$ cat src/common/fcsr_defines.vh
// Constants for the flash command sequencer: commands, status bits,
// state codes, block geometry and partition layout.
// Assumes a 16-bit command bus and a 22-bit word address.
// Function
// Busy partition array read returns invalid data; the last started op's partition is blanked, also after an erase resumes
// Program suspended: erase setup then confirm ignored
// Clear status only while no operation runs
// Buffered data accepted only while status bit0 low
// Each partition keeps its own output selection
// Chip next state ignores partition output selection
// Lock and configuration confirms act, then ready
// First-cycle block address latched for later compares
// Erase one block: 32 or 128 KByte
// Parameter blocks top or bottom per variant
// Host polls status before touching busy partitions
`ifndef FCSR_DEFINES_VH
`define FCSR_DEFINES_VH

`define FCSR_ADDR_W 22
`define FCSR_DATA_W 16
`define FCSR_NPART 8
`define FCSR_PART_LSB 19
`define FCSR_MAIN_LSB 16
`define FCSR_PARAM_LSB 14
`define FCSR_PARAM_REGION 6'h3F
`define FCSR_BOTTOM_REGION 6'h00
`define FCSR_MAIN_KBYTE 128
`define FCSR_PARAM_KBYTE 32

`define FCSR_CMD_READ_ARRAY 8'hFF
`define FCSR_CMD_PGM_A 8'h40
`define FCSR_CMD_PGM_B 8'h10
`define FCSR_CMD_ERASE 8'h20
`define FCSR_CMD_BUFPGM 8'h30
`define FCSR_CMD_CONFIRM 8'hD0
`define FCSR_CMD_SUSPEND 8'hB0
`define FCSR_CMD_READ_STATUS 8'h70
`define FCSR_CMD_CLEAR_STATUS 8'h50
`define FCSR_CMD_READ_ID 8'h90
`define FCSR_CMD_READ_QUERY 8'h98
`define FCSR_CMD_LOCK_SETUP 8'h60
`define FCSR_CMD_OTP_SETUP 8'hC0
`define FCSR_CMD_LOCK 8'h01
`define FCSR_CMD_LOCKDOWN 8'h2F
`define FCSR_CMD_CFG 8'h03
`define FCSR_BUFPGM_EXIT 16'hFFFF
`define FCSR_INVALID_DATA 16'hFFFF

`define FCSR_SR_READY 7
`define FCSR_SR_ERS_SUSP 6
`define FCSR_SR_ERS_ERR 5
`define FCSR_SR_PGM_ERR 4
`define FCSR_SR_PGM_SUSP 2
`define FCSR_SR_LOCK_ERR 1
`define FCSR_SR_BUF_BUSY 0

`define FCSR_MUX_ARRAY 2'h0
`define FCSR_MUX_ID 2'h1
`define FCSR_MUX_STATUS 2'h2

`define FCSR_OP_PGM 3'h0
`define FCSR_OP_ERASE 3'h1
`define FCSR_OP_OTP 3'h2
`define FCSR_OP_BUFPGM 3'h3
`define FCSR_OP_LOCK 3'h4
`define FCSR_OP_UNLOCK 3'h5
`define FCSR_OP_LOCKDOWN 3'h6
`define FCSR_OP_CFG 3'h7

`define FCSR_S_READY 11'h001
`define FCSR_S_PGM_SETUP 11'h002
`define FCSR_S_PGM_BUSY 11'h004
`define FCSR_S_ERS_SETUP 11'h008
`define FCSR_S_ERS_BUSY 11'h010
`define FCSR_S_ERS_SUSP 11'h020
`define FCSR_S_PGM_SUSP 11'h040
`define FCSR_S_PSUSP_ERS 11'h080
`define FCSR_S_LOCK_SETUP 11'h100
`define FCSR_S_OTP_SETUP 11'h200
`define FCSR_S_BUF_BUSY 11'h400

`endif

$ cat src/fcsr_block_decode.v
// Block decoder: maps a word address to its erase block base and size.
// Assumes the variant strap is steady while the part is in use.
`default_nettype none
`include "fcsr_defines.vh"
module fcsr_block_decode
(
   input wire [`FCSR_ADDR_W-1:0] i_addr, // Word address
   input wire i_top_param, // High: parameter blocks at top
   output wire [`FCSR_ADDR_W-1:0] o_block_base, // First word of block
   output wire o_is_param // Address lies in a parameter block
);
   wire [5:0] main_idx;
   assign main_idx = i_addr[`FCSR_ADDR_W-1:`FCSR_MAIN_LSB];
   // Parameter region is one main-block slot split in four
   assign o_is_param = i_top_param ? (main_idx == `FCSR_PARAM_REGION) :
                       (main_idx == `FCSR_BOTTOM_REGION);
   // Block granularity: 32 KByte or 128 KByte
   assign o_block_base = o_is_param ?
      {i_addr[`FCSR_ADDR_W-1:`FCSR_PARAM_LSB], {`FCSR_PARAM_LSB{1'b0}}} :
      {main_idx, {`FCSR_MAIN_LSB{1'b0}}};
endmodule
`default_nettype wire

$ cat src/fcsr_sequencer.v
// Flash command sequencer: decodes host command cycles, tracks the chip
// state, per-partition output selection and the status register.
// Assumes an array engine that runs each started operation and pulses done.
`default_nettype none
`include "fcsr_defines.vh"
module fcsr_sequencer
(
   input wire i_sys_clk, // System clock
   input wire i_rst, // Synchronous reset, active high
   input wire i_top_param, // Variant strap, high for top parameter
   input wire i_wr, // Host write cycle strobe
   input wire [`FCSR_ADDR_W-1:0] i_wr_addr, // Write address
   input wire [`FCSR_DATA_W-1:0] i_wr_data, // Write data
   input wire i_rd, // Host read strobe
   input wire [`FCSR_ADDR_W-1:0] i_rd_addr, // Read address
   input wire [`FCSR_DATA_W-1:0] i_array_data, // Array word at read address
   input wire [`FCSR_DATA_W-1:0] i_id_data, // Identifier or query word
   input wire i_op_done, // Engine finished operation, pulse
   input wire i_op_fail, // Engine failure, valid with done
   input wire i_buf_busy, // Buffered programming buffer full
   output reg [`FCSR_DATA_W-1:0] o_rd_data, // Read data
   output reg o_rd_valid, // Read data valid, pulse
   output reg o_op_start, // Start engine operation, pulse
   output reg [2:0] o_op_kind, // Operation code
   output reg [`FCSR_ADDR_W-1:0] o_op_addr, // Operation address
   output reg [`FCSR_DATA_W-1:0] o_op_data, // Program data
   output reg o_buf_wr, // Buffered data word, pulse
   output reg o_suspend, // Suspend running operation, held until done
   output reg o_resume, // Resume suspended operation, pulse
   output wire [7:0] o_status // Status register
);
   reg [10:0] state_q, state_d;
   reg in_ers_susp_q, in_ers_susp_d;
   reg [`FCSR_ADDR_W-1:0] first_cycle_block_address_q, first_cycle_block_address_d, addr_d;
   reg [1:0] pgm_err_q, err_q, mux_cmd_d;
   reg [2:0] busy_part_q, kind_d;
   reg start_d, buf_wr_d, suspend_d, resume_d, clear_d, mux_upd_d;
   wire [7:0] cmd;
   wire [2:0] wr_part, rd_part;
   wire [`FCSR_ADDR_W-1:0] wr_block;
   wire running;
   wire [1:0] rd_mux;
   wire [2*`FCSR_NPART-1:0] mux_flat;
   assign cmd = i_wr_data[7:0];
   assign wr_part = i_wr_addr[`FCSR_ADDR_W-1:`FCSR_PART_LSB];
   assign rd_part = i_rd_addr[`FCSR_ADDR_W-1:`FCSR_PART_LSB];
   assign running = (state_q == `FCSR_S_PGM_BUSY) || (state_q == `FCSR_S_ERS_BUSY) ||
                    (state_q == `FCSR_S_BUF_BUSY);
   fcsr_block_decode u_dec
   (
      .i_addr(i_wr_addr),
      .i_top_param(i_top_param),
      .o_block_base(wr_block),
      .o_is_param()
   );
   assign o_status = {~running, state_q == `FCSR_S_ERS_SUSP, err_q[1], err_q[0],
                      1'b0, state_q == `FCSR_S_PGM_SUSP, pgm_err_q[1],
                      i_buf_busy && (state_q == `FCSR_S_BUF_BUSY)};
   // Chip next state never reads the partition output selection
   always @*
   begin
      state_d = state_q;
      in_ers_susp_d = in_ers_susp_q;
      first_cycle_block_address_d = first_cycle_block_address_q;
      start_d = 1'b0;
      kind_d = o_op_kind;
      addr_d = o_op_addr;
      buf_wr_d = 1'b0;
      suspend_d = 1'b0;
      resume_d = 1'b0;
      clear_d = 1'b0;
      mux_upd_d = 1'b0;
      mux_cmd_d = `FCSR_MUX_STATUS;
      if (i_wr)
      begin
         case (state_q)
            `FCSR_S_READY, `FCSR_S_ERS_SUSP:
            begin
               mux_upd_d = 1'b1;
               case (cmd)
                  `FCSR_CMD_READ_ARRAY: mux_cmd_d = `FCSR_MUX_ARRAY;
                  `FCSR_CMD_READ_ID, `FCSR_CMD_READ_QUERY: mux_cmd_d = `FCSR_MUX_ID;
                  `FCSR_CMD_PGM_A, `FCSR_CMD_PGM_B:
                  begin
                     in_ers_susp_d = (state_q == `FCSR_S_ERS_SUSP);
                     state_d = `FCSR_S_PGM_SETUP;
                  end
                  `FCSR_CMD_LOCK_SETUP:
                  begin
                     in_ers_susp_d = (state_q == `FCSR_S_ERS_SUSP);
                     state_d = `FCSR_S_LOCK_SETUP;
                  end
                  `FCSR_CMD_CONFIRM:
                     if (state_q == `FCSR_S_ERS_SUSP)
                     begin
                        resume_d = 1'b1;
                        state_d = `FCSR_S_ERS_BUSY;
                     end
                  `FCSR_CMD_CLEAR_STATUS: clear_d = 1'b1;
                  default:
                     if (state_q == `FCSR_S_READY)
                     begin
                        // Latch block for confirm and data compares
                        first_cycle_block_address_d = wr_block;
                        if (cmd == `FCSR_CMD_ERASE)
                           state_d = `FCSR_S_ERS_SETUP;
                        else if (cmd == `FCSR_CMD_BUFPGM)
                           state_d = `FCSR_S_BUF_BUSY;
                        else if (cmd == `FCSR_CMD_OTP_SETUP)
                           state_d = `FCSR_S_OTP_SETUP;
                        else if (cmd != `FCSR_CMD_READ_STATUS)
                           mux_upd_d = 1'b0;
                        if (cmd == `FCSR_CMD_BUFPGM)
                        begin
                           start_d = 1'b1;
                           kind_d = `FCSR_OP_BUFPGM;
                           addr_d = wr_block;
                        end
                     end
                     else if (cmd != `FCSR_CMD_READ_STATUS)
                        mux_upd_d = 1'b0;
               endcase
            end
            `FCSR_S_PGM_SETUP, `FCSR_S_OTP_SETUP:
            begin
               start_d = 1'b1;
               kind_d = (state_q == `FCSR_S_OTP_SETUP) ? `FCSR_OP_OTP : `FCSR_OP_PGM;
               addr_d = i_wr_addr;
               state_d = `FCSR_S_PGM_BUSY;
            end
            `FCSR_S_ERS_SETUP:
            begin
               if (cmd == `FCSR_CMD_CONFIRM)
               begin
                  // One whole block erased, from the latched base
                  start_d = 1'b1;
                  kind_d = `FCSR_OP_ERASE;
                  addr_d = first_cycle_block_address_q;
                  state_d = `FCSR_S_ERS_BUSY;
               end
               else
                  state_d = `FCSR_S_READY;
            end
            `FCSR_S_LOCK_SETUP:
            begin
               addr_d = (cmd == `FCSR_CMD_CFG) ? i_wr_addr : wr_block;
               start_d = 1'b1;
               case (cmd)
                  `FCSR_CMD_LOCK: kind_d = `FCSR_OP_LOCK;
                  `FCSR_CMD_CONFIRM: kind_d = `FCSR_OP_UNLOCK;
                  `FCSR_CMD_LOCKDOWN: kind_d = `FCSR_OP_LOCKDOWN;
                  `FCSR_CMD_CFG: kind_d = `FCSR_OP_CFG;
                  default: start_d = 1'b0;
               endcase
               // Act, then back to ready or the suspend it came from
               state_d = in_ers_susp_q ? `FCSR_S_ERS_SUSP : `FCSR_S_READY;
            end
            `FCSR_S_PGM_BUSY, `FCSR_S_ERS_BUSY:
            begin
               if (cmd == `FCSR_CMD_SUSPEND && !(in_ers_susp_q && state_q == `FCSR_S_PGM_BUSY))
                  suspend_d = 1'b1;
               mux_upd_d = (cmd == `FCSR_CMD_READ_STATUS) || (cmd == `FCSR_CMD_READ_ARRAY) ||
                           (cmd == `FCSR_CMD_READ_ID) || (cmd == `FCSR_CMD_READ_QUERY);
               mux_cmd_d = (cmd == `FCSR_CMD_READ_ARRAY) ? `FCSR_MUX_ARRAY :
                           (cmd == `FCSR_CMD_READ_STATUS) ? `FCSR_MUX_STATUS : `FCSR_MUX_ID;
            end
            `FCSR_S_PGM_SUSP:
            begin
               if (cmd == `FCSR_CMD_CONFIRM)
               begin
                  resume_d = 1'b1;
                  state_d = `FCSR_S_PGM_BUSY;
               end
               else if (cmd == `FCSR_CMD_ERASE)
                  state_d = `FCSR_S_PSUSP_ERS;
               mux_upd_d = 1'b1;
               if (cmd == `FCSR_CMD_READ_ARRAY)
                  mux_cmd_d = `FCSR_MUX_ARRAY;
               else if (cmd == `FCSR_CMD_READ_ID || cmd == `FCSR_CMD_READ_QUERY)
                  mux_cmd_d = `FCSR_MUX_ID;
               else if (cmd == `FCSR_CMD_CLEAR_STATUS)
                  clear_d = 1'b1;
            end
            `FCSR_S_PSUSP_ERS:
               // Ambiguous second cycle dropped, stay suspended
               state_d = `FCSR_S_PGM_SUSP;
            `FCSR_S_BUF_BUSY:
            begin
               if (i_wr_data == `FCSR_BUFPGM_EXIT && wr_block != first_cycle_block_address_q)
                  state_d = `FCSR_S_ERS_BUSY;
               else if (!i_buf_busy && wr_block == first_cycle_block_address_q)
                  buf_wr_d = 1'b1; // Dropped while buffer is full
            end
            default: state_d = `FCSR_S_READY;
         endcase
      end
      // Done under a raised suspend is its acknowledge, not the finish
      if (i_op_done && o_suspend)
         state_d = (state_q == `FCSR_S_PGM_BUSY) ? `FCSR_S_PGM_SUSP : `FCSR_S_ERS_SUSP;
      else if (i_op_done && running)
      begin
         state_d = in_ers_susp_q && state_q == `FCSR_S_PGM_BUSY ? `FCSR_S_ERS_SUSP :
                   `FCSR_S_READY;
         if (state_q == `FCSR_S_PGM_BUSY)
            in_ers_susp_d = 1'b0;
      end
   end
   always @(posedge i_sys_clk)
   begin
      if (i_rst)
      begin
         state_q <= `FCSR_S_READY;
         in_ers_susp_q <= 1'b0;
         first_cycle_block_address_q <= {`FCSR_ADDR_W{1'b0}};
         o_op_start <= 1'b0;
         o_op_kind <= `FCSR_OP_PGM;
         o_op_addr <= {`FCSR_ADDR_W{1'b0}};
         o_op_data <= {`FCSR_DATA_W{1'b0}};
         o_buf_wr <= 1'b0;
         o_suspend <= 1'b0;
         o_resume <= 1'b0;
         err_q <= 2'h0;
         pgm_err_q <= 2'h0;
         busy_part_q <= 3'h0;
      end
      else
      begin
         state_q <= state_d;
         in_ers_susp_q <= in_ers_susp_d;
         first_cycle_block_address_q <= first_cycle_block_address_d;
         o_op_start <= start_d;
         o_op_kind <= kind_d;
         o_op_addr <= addr_d;
         if (start_d || buf_wr_d)
            o_op_data <= i_wr_data;
         o_buf_wr <= buf_wr_d;
         o_suspend <= suspend_d || (o_suspend && !i_op_done);
         o_resume <= resume_d;
         if (start_d)
            busy_part_q <= addr_d[`FCSR_ADDR_W-1:`FCSR_PART_LSB];
         // Failure sets win over a clear in the same cycle
         if (clear_d && !running)
         begin
            err_q <= 2'h0;
            pgm_err_q <= 2'h0;
         end
         if (i_op_done && i_op_fail)
         begin
            if (o_op_kind == `FCSR_OP_ERASE)
               err_q[1] <= 1'b1;
            else if (o_op_kind >= `FCSR_OP_LOCK)
               pgm_err_q[1] <= 1'b1;
            else
               err_q[0] <= 1'b1;
         end
      end
   end
   // Per-partition output selection, updated by the addressed partition
   genvar gp;
   generate
      for (gp = 0; gp < `FCSR_NPART; gp = gp + 1)
      begin : g_part
         reg [1:0] mux_q;
         always @(posedge i_sys_clk)
         begin
            if (i_rst)
               mux_q <= `FCSR_MUX_ARRAY;
            else if (mux_upd_d && wr_part == gp)
               mux_q <= mux_cmd_d;
         end
         assign mux_flat[2*gp+1:2*gp] = mux_q;
      end
   endgenerate
   assign rd_mux = mux_flat[2*rd_part+:2];
   always @(posedge i_sys_clk)
   begin
      if (i_rst)
      begin
         o_rd_data <= {`FCSR_DATA_W{1'b0}};
         o_rd_valid <= 1'b0;
      end
      else
      begin
         o_rd_valid <= i_rd;
         if (i_rd)
         begin
            if (rd_mux == `FCSR_MUX_STATUS)
               o_rd_data <= {8'h00, o_status};
            else if (rd_mux == `FCSR_MUX_ID)
               o_rd_data <= i_id_data;
            else if (running && rd_part == busy_part_q)
               o_rd_data <= `FCSR_INVALID_DATA;
            else
               o_rd_data <= i_array_data;
         end
      end
   end
endmodule
`default_nettype wire

$ cat config.mk
export PLATFORM = sky130hd
export DESIGN_NAME = fcsr_sequencer
export DESIGN_NICKNAME = d
export VERILOG_FILES = /design/src/fcsr_block_decode.v /design/src/fcsr_sequencer.v
export VERILOG_INCLUDE_DIRS = /design/src /design/src/common
export SDC_FILE = /design/constraint.sdc
export NUM_CORES = 1
export LEC_CHECK = 0
export BUFFER_PORTS_ARGS = -buffer_cell sky130_fd_sc_hd__buf_2
export CAP_MARGIN = 10
export CORE_MARGIN = 1.5
export CORE_UTILIZATION = 50
export DETAILED_ROUTE_END_ITERATION = 12
export PLACE_DENSITY = 0.76
export SETUP_SLACK_MARGIN = 0.1
export SYNTH_ARGS = -nofsm -noshare
export SYNTH_HDL_FRONTEND = slang
export SYNTH_HIERARCHICAL = 1
export SYNTH_SLANG_ARGS = --single-unit
$ cat constraint.sdc
create_clock -name i_sys_clk -period 8.87 [get_ports i_sys_clk]
set_input_delay 2.661 -clock i_sys_clk [delete_from_list [all_inputs] [get_ports i_sys_clk]]
set_output_delay 2.661 -clock i_sys_clk [all_outputs]
set_load 0.02 [all_outputs]
# After elaboration in Yosys (flattened, before gate mapping)
# Index checks and enable logic that the tools add are counted.
# Widths: inputs -> output; s select.
totals:
  word_cells: 221
  out_inout_bits: 70
  inputBits: 100
  ff_bits: 118
classes:
  shift: 1
  bitwise_logic: 3
  mux: 88
  order_cmp: 1
  reduce_logical: 49
  n_eq_ne: 55
ops:
  columns: ["operator", "n"]
  rows:
  - ["$mux 11", 11]
  - ["$mux 22", 5]
  - ["$pmux 11 s8", 1]
  - ["$pmux 22 s4", 1]
  - ["$mux 16", 5]
  - ["$eq 8x8->1 const B", 6]
  - ["$pmux 11 s4", 1]
  - ["$mux 1", 39]
  - ["$eq 8x7->1 const B", 4]
  - ["$eq 8x6->1 const B", 3]
  - ["$pmux 3 s4", 2]
  - ["$eq 22x22->1", 1]
  - ["$ne 22x22->1", 1]
  - ["$logic_and 1x1->1", 19]
  - ["$mux 2", 9]
  - ["$eq 16x16->1 const B", 1]
  - ["$shiftx 16x5->2", 1]
  - ["$eq 3x3->1 const B", 4]
  - ["$mux 3", 4]
  - ["$mux 6", 2]
  - ["$reduce_or 2->1", 6]
  - ["$eq 11x1->1 const B", 1]
  - ["$eq 11x10->1 const B", 1]
  - ["$eq 11x11->1 const B", 1]
  - ["other kinds (48)", 68]

# Longest topological paths before layout
logic_depth:
  word_depth: 11
  mapped_depth: 9
  ltp_nobuf: 8

# By module
# Netlist, hierarchy kept.
by_module_without_submodules:
  columns: ["mod", "cells_per_inst", "area_each_um2", "n_inst", "seq_area_each_um2"]
  rows:
  - ["fcsr_sequencer", 779, 6615.1, 1, 2362.3]
  - ["fcsr_block_decode", 32, 235.2, 1, 0.0]

# Worst setup path before layout
# Ideal clock, no wire load.
synth_path:
  path_kind: "input to output"
  start: "input port i_buf_busy"
  end: "output port o_status[0]"
  stages: 2
  arrival_ns: 3.262
  n_path_buf: 0
  required_ns: 6.209
  slack_ns: 2.947
  cell_sequence: "inv_1 -> nor3_1"
synth_via:
  elab_chain_len: 1
synth_lines:
  columns: ["element", "line", "source"]
  rows:
  - ["start, declared", "fcsr_sequencer.v:20", "input wire i_buf_busy,"]
  - ["$logic_and 1x1->1", "fcsr_sequencer.v:58", "i_buf_busy && (state_q == `FCSR_S_BUF_BUSY)};"]
  - ["end, declared", "fcsr_sequencer.v:30", "output wire [7:0] o_status"]
# No other way between the ends.

# Worst setup path after layout
# Same ends and word-level chain as after synthesis.

==> metrics.log <==
[metrics] run status: complete, no violations
[metrics] global-route wire length before repair: 30.2 mm
[metrics] final setup vio count: 0
[metrics] area occupied by multi-input gates: 0.00406 mm²
[metrics] Gate power share: 15.2%
[metrics] final antenna diode count: 0
[metrics] number of standard cells after synthesis: 808
[metrics] overall fraction of global-route tracks in use: 26.3%
[metrics] final clock period utilization by the worst path: 67.0%
[metrics] H-Tree Level Count: 4
[metrics] unrepaired setup endpoints after global routing: false
[metrics] Final Critical Period: 5940 ps
[metrics] starting density of the core: 51.4%
[metrics] total power consumption of the routed design: 1.56 mW
[metrics] number of buffers on the longest clock path: 2
[metrics] tightest slew margin relative to the limit: 23.6%
[metrics] smallest hold slack: 459 ps
[metrics] remaining global-route overflow: 0
[metrics] routability cong.: 0.949
[metrics] drt total wl: 19.0 mm
[metrics] standard cell core area: 0.0133 mm²
[metrics] Die ar.: 0.0144 mm²
[metrics] net switching fraction of the power: 26.7%
[metrics] pin count of the biggest net entering global routing: 67
[metrics] Critical Path AT: 3280 ps
[metrics] num rows: 42
[metrics] fraction of layout cells with a size suffix above 1: 24.1%
[metrics] clock transition time at the flip-flop clock pins of the worst setup and hold paths: 50 ps
[metrics] utilization after layout: 61.0%
[metrics] total vias in the final route: 6576
[metrics] total cell area at the placement stage: 0.00748 mm²
[metrics] cell seen most often among critical-path stages: buf_2
[metrics] number of max-cap violations: 0
[metrics] Seq. cell area: 0.00236 mm²
[metrics] maximum achievable frequency: 0.168 GHz
[metrics] peak per-stage delay on the critical path: 250 ps
[metrics] summed area of non-filler cells in the final layout: 0.00811 mm²
[metrics] Hold/Removal Path Class: reg2reg
[metrics] hold violation total from the final report: 0
[metrics] internal power: 1.14 mW
[metrics] category of the worst setup path capture point: output pin
[metrics] Filler cells: 1164
[metrics] dominant delay contributor by cell family on the critical path: buffers and inverters
[metrics] mean number of vias per cell: 5.97
[metrics] max-slew violation total from the final report: 0
[metrics] Fin Clk Skew: 8.46 ps
[metrics] router iterations before antenna repair: 6
[metrics] slew at the pin closest to its max-slew limit: 1140 ps
[metrics] CP max stage cell: nor3_1
[metrics] maximum resistive drop on vdd: 0.000146 V
[metrics] Root Buffer Master: clkbuf_16
[metrics] sort of element at the start of the critical path: primary input
[metrics] required time worst endpoint: 6210 ps
[metrics] number of antenna violations at the first check in global routing: 0
[metrics] Skew-Pair Late Insertion Delay: 420 ps
[metrics] top fanout value on the critical path: 3
[metrics] Critical Path, Cell by Cell: buf_2, inv_1, nor3_1, buf_2
[metrics] post-route worst setup slack: 2930 ps
[metrics] Num CTS Buffers: 17
[metrics] net count of the finished layout: 1013
[metrics] count of warnings emitted by yosys: 6
[metrics] fraction of power consumed by the clock network: 47.7%
[metrics] power spent charging and discharging nets: 0.415 mW
[metrics] clock net sink count: 118
[metrics] die height: 120 µm
[metrics] number of post-CTS setup repair buffers: 0
[metrics] critical path class: in2out
[metrics] pre-CTS setup slack: 2900 ps
[metrics] Area Growth Syn to Fin: 18.8%
[metrics] setup_tns: 0 ps
[metrics] total standard cell area after synthesis: 0.00683 mm²
[metrics] horizontal die dimension: 120 µm
[metrics] CTS-repair resized insts: 0
[metrics] CTS Hold Buffers Added: 0
[metrics] detailed-route wire length per cell: 17.3 µm
[metrics] Avg Synthesized Cell Area: 8.45 µm²
[metrics] power per cell area: 192 mW/mm²
[metrics] DRC violations left: 0
[metrics] placed wire-length estimate after detailed placement: 13.6 mm
[metrics] WP buf/inv: 3
[metrics] number of cells in the design after placement: 1070
[metrics] Final Instance Count excl. Fillers: 1102
[metrics] sequential share of power: 37.1%
[metrics] initial DRC count: 594
[metrics] port buffer count: 149
[metrics] IO Pins: 170
[metrics] vias in the first global route: 6067
[metrics] CTS tree: done
[metrics] static leakage: 3.59 nW
[metrics] remaining number of nets flagged by the antenna check after routing: 0
==> power groups by stage <==
stage | combinational, mW | sequential [mW] | clock, mW
final | 0.237 | 0.578 | 0.742
after global routing | 0.257 | 0.581 | 0.772
after floorplan | 0.151 | 0.605 | 0
after global placement | 0.230 | 0.588 | 0
after CTS | 0.235 | 0.578 | 0.751
after detailed placement | 0.233 | 0.588 | 0
==> registers in the layout, summed over array words and instances, names as in the netlist <==
| name | flops |
|---|---|
| first_cycle_block_address_q | 22 |
| o_op_addr | 22 |
| g_part.mux_q | 16 |
| o_op_data | 16 |
| o_rd_data | 16 |
| state_q | 11 |
| busy_part_q | 3 |
| o_op_kind | 3 |
| err_q | 2 |
| in_ers_susp_q | 1 |
| o_buf_wr | 1 |
| o_op_start | 1 |
| o_rd_valid | 1 |
| o_resume | 1 |
| o_suspend | 1 |
| pgm_err_q | 1 |
==> final cells by class <==
type,instances,area share [%]
Multi-Input combinational cell,609,50.0
Clock inverter,13,2.51
Clock buffer,19,5.34
Tap cell,176,2.71
Timing Repair Buffer,155,9.75
Sequential cell,118,29.1
Inverter,12,0.555
==> cell usage in the layout, fill, tap and decap left out, types with 6 or more instances in the layout <==
cell and count:
inv_1 11, and3_1 7, nor2_1 103, a222oi_1 19, nor4_1 17, a211oi_1 12
nand2_1 78, nand3_1 13, mux2i_1 63, and4_1 6, clkbuf_16 17, xor2_1 25
a22o_1 13, buf_2 149, buf_4 6, conb_1 15, nor3_1 46, nand2b_1 8
a21oi_1 9, a31oi_1 6, o21ai_0 24, a211oi_2 10, nor2b_1 8, or4_1 9
dfxtp_1 118, nand4_1 16
==> final timing paths <==
| path | from | to | slack (ps) | cells past startpoint |
|---|---|---|---|---|
| max | i_buf_busy | o_status[0] | 2930 | 4 |
| min | o_op_data[1] | o_op_data[1] | 460 | 2 |
| max reg2reg | state_q[1] | g_part[0].mux_q[0] | 5540 | 6 |
| min reg2reg | o_op_data[1] | o_op_data[1] | 460 | 2 |
==> tightest hold or removal path, stage by stage (launching register included) <==
cell and delay [ps]:
dfxtp_1 300, nand2_1 50, mux2i_1 60
==> per-layer routing <==
metal / global-route usage [%] / share of wire, % / vias up
met2: 42.2 / 46 / 302
met5: 0 / 0 / -
li1: - / - / 3189
met1: 34.4 / 43 / 3042
met3: 5.75 / 8.5 / 43
met4: 10.7 / 2.3 / 0
(Power assumes the default switching activity.)
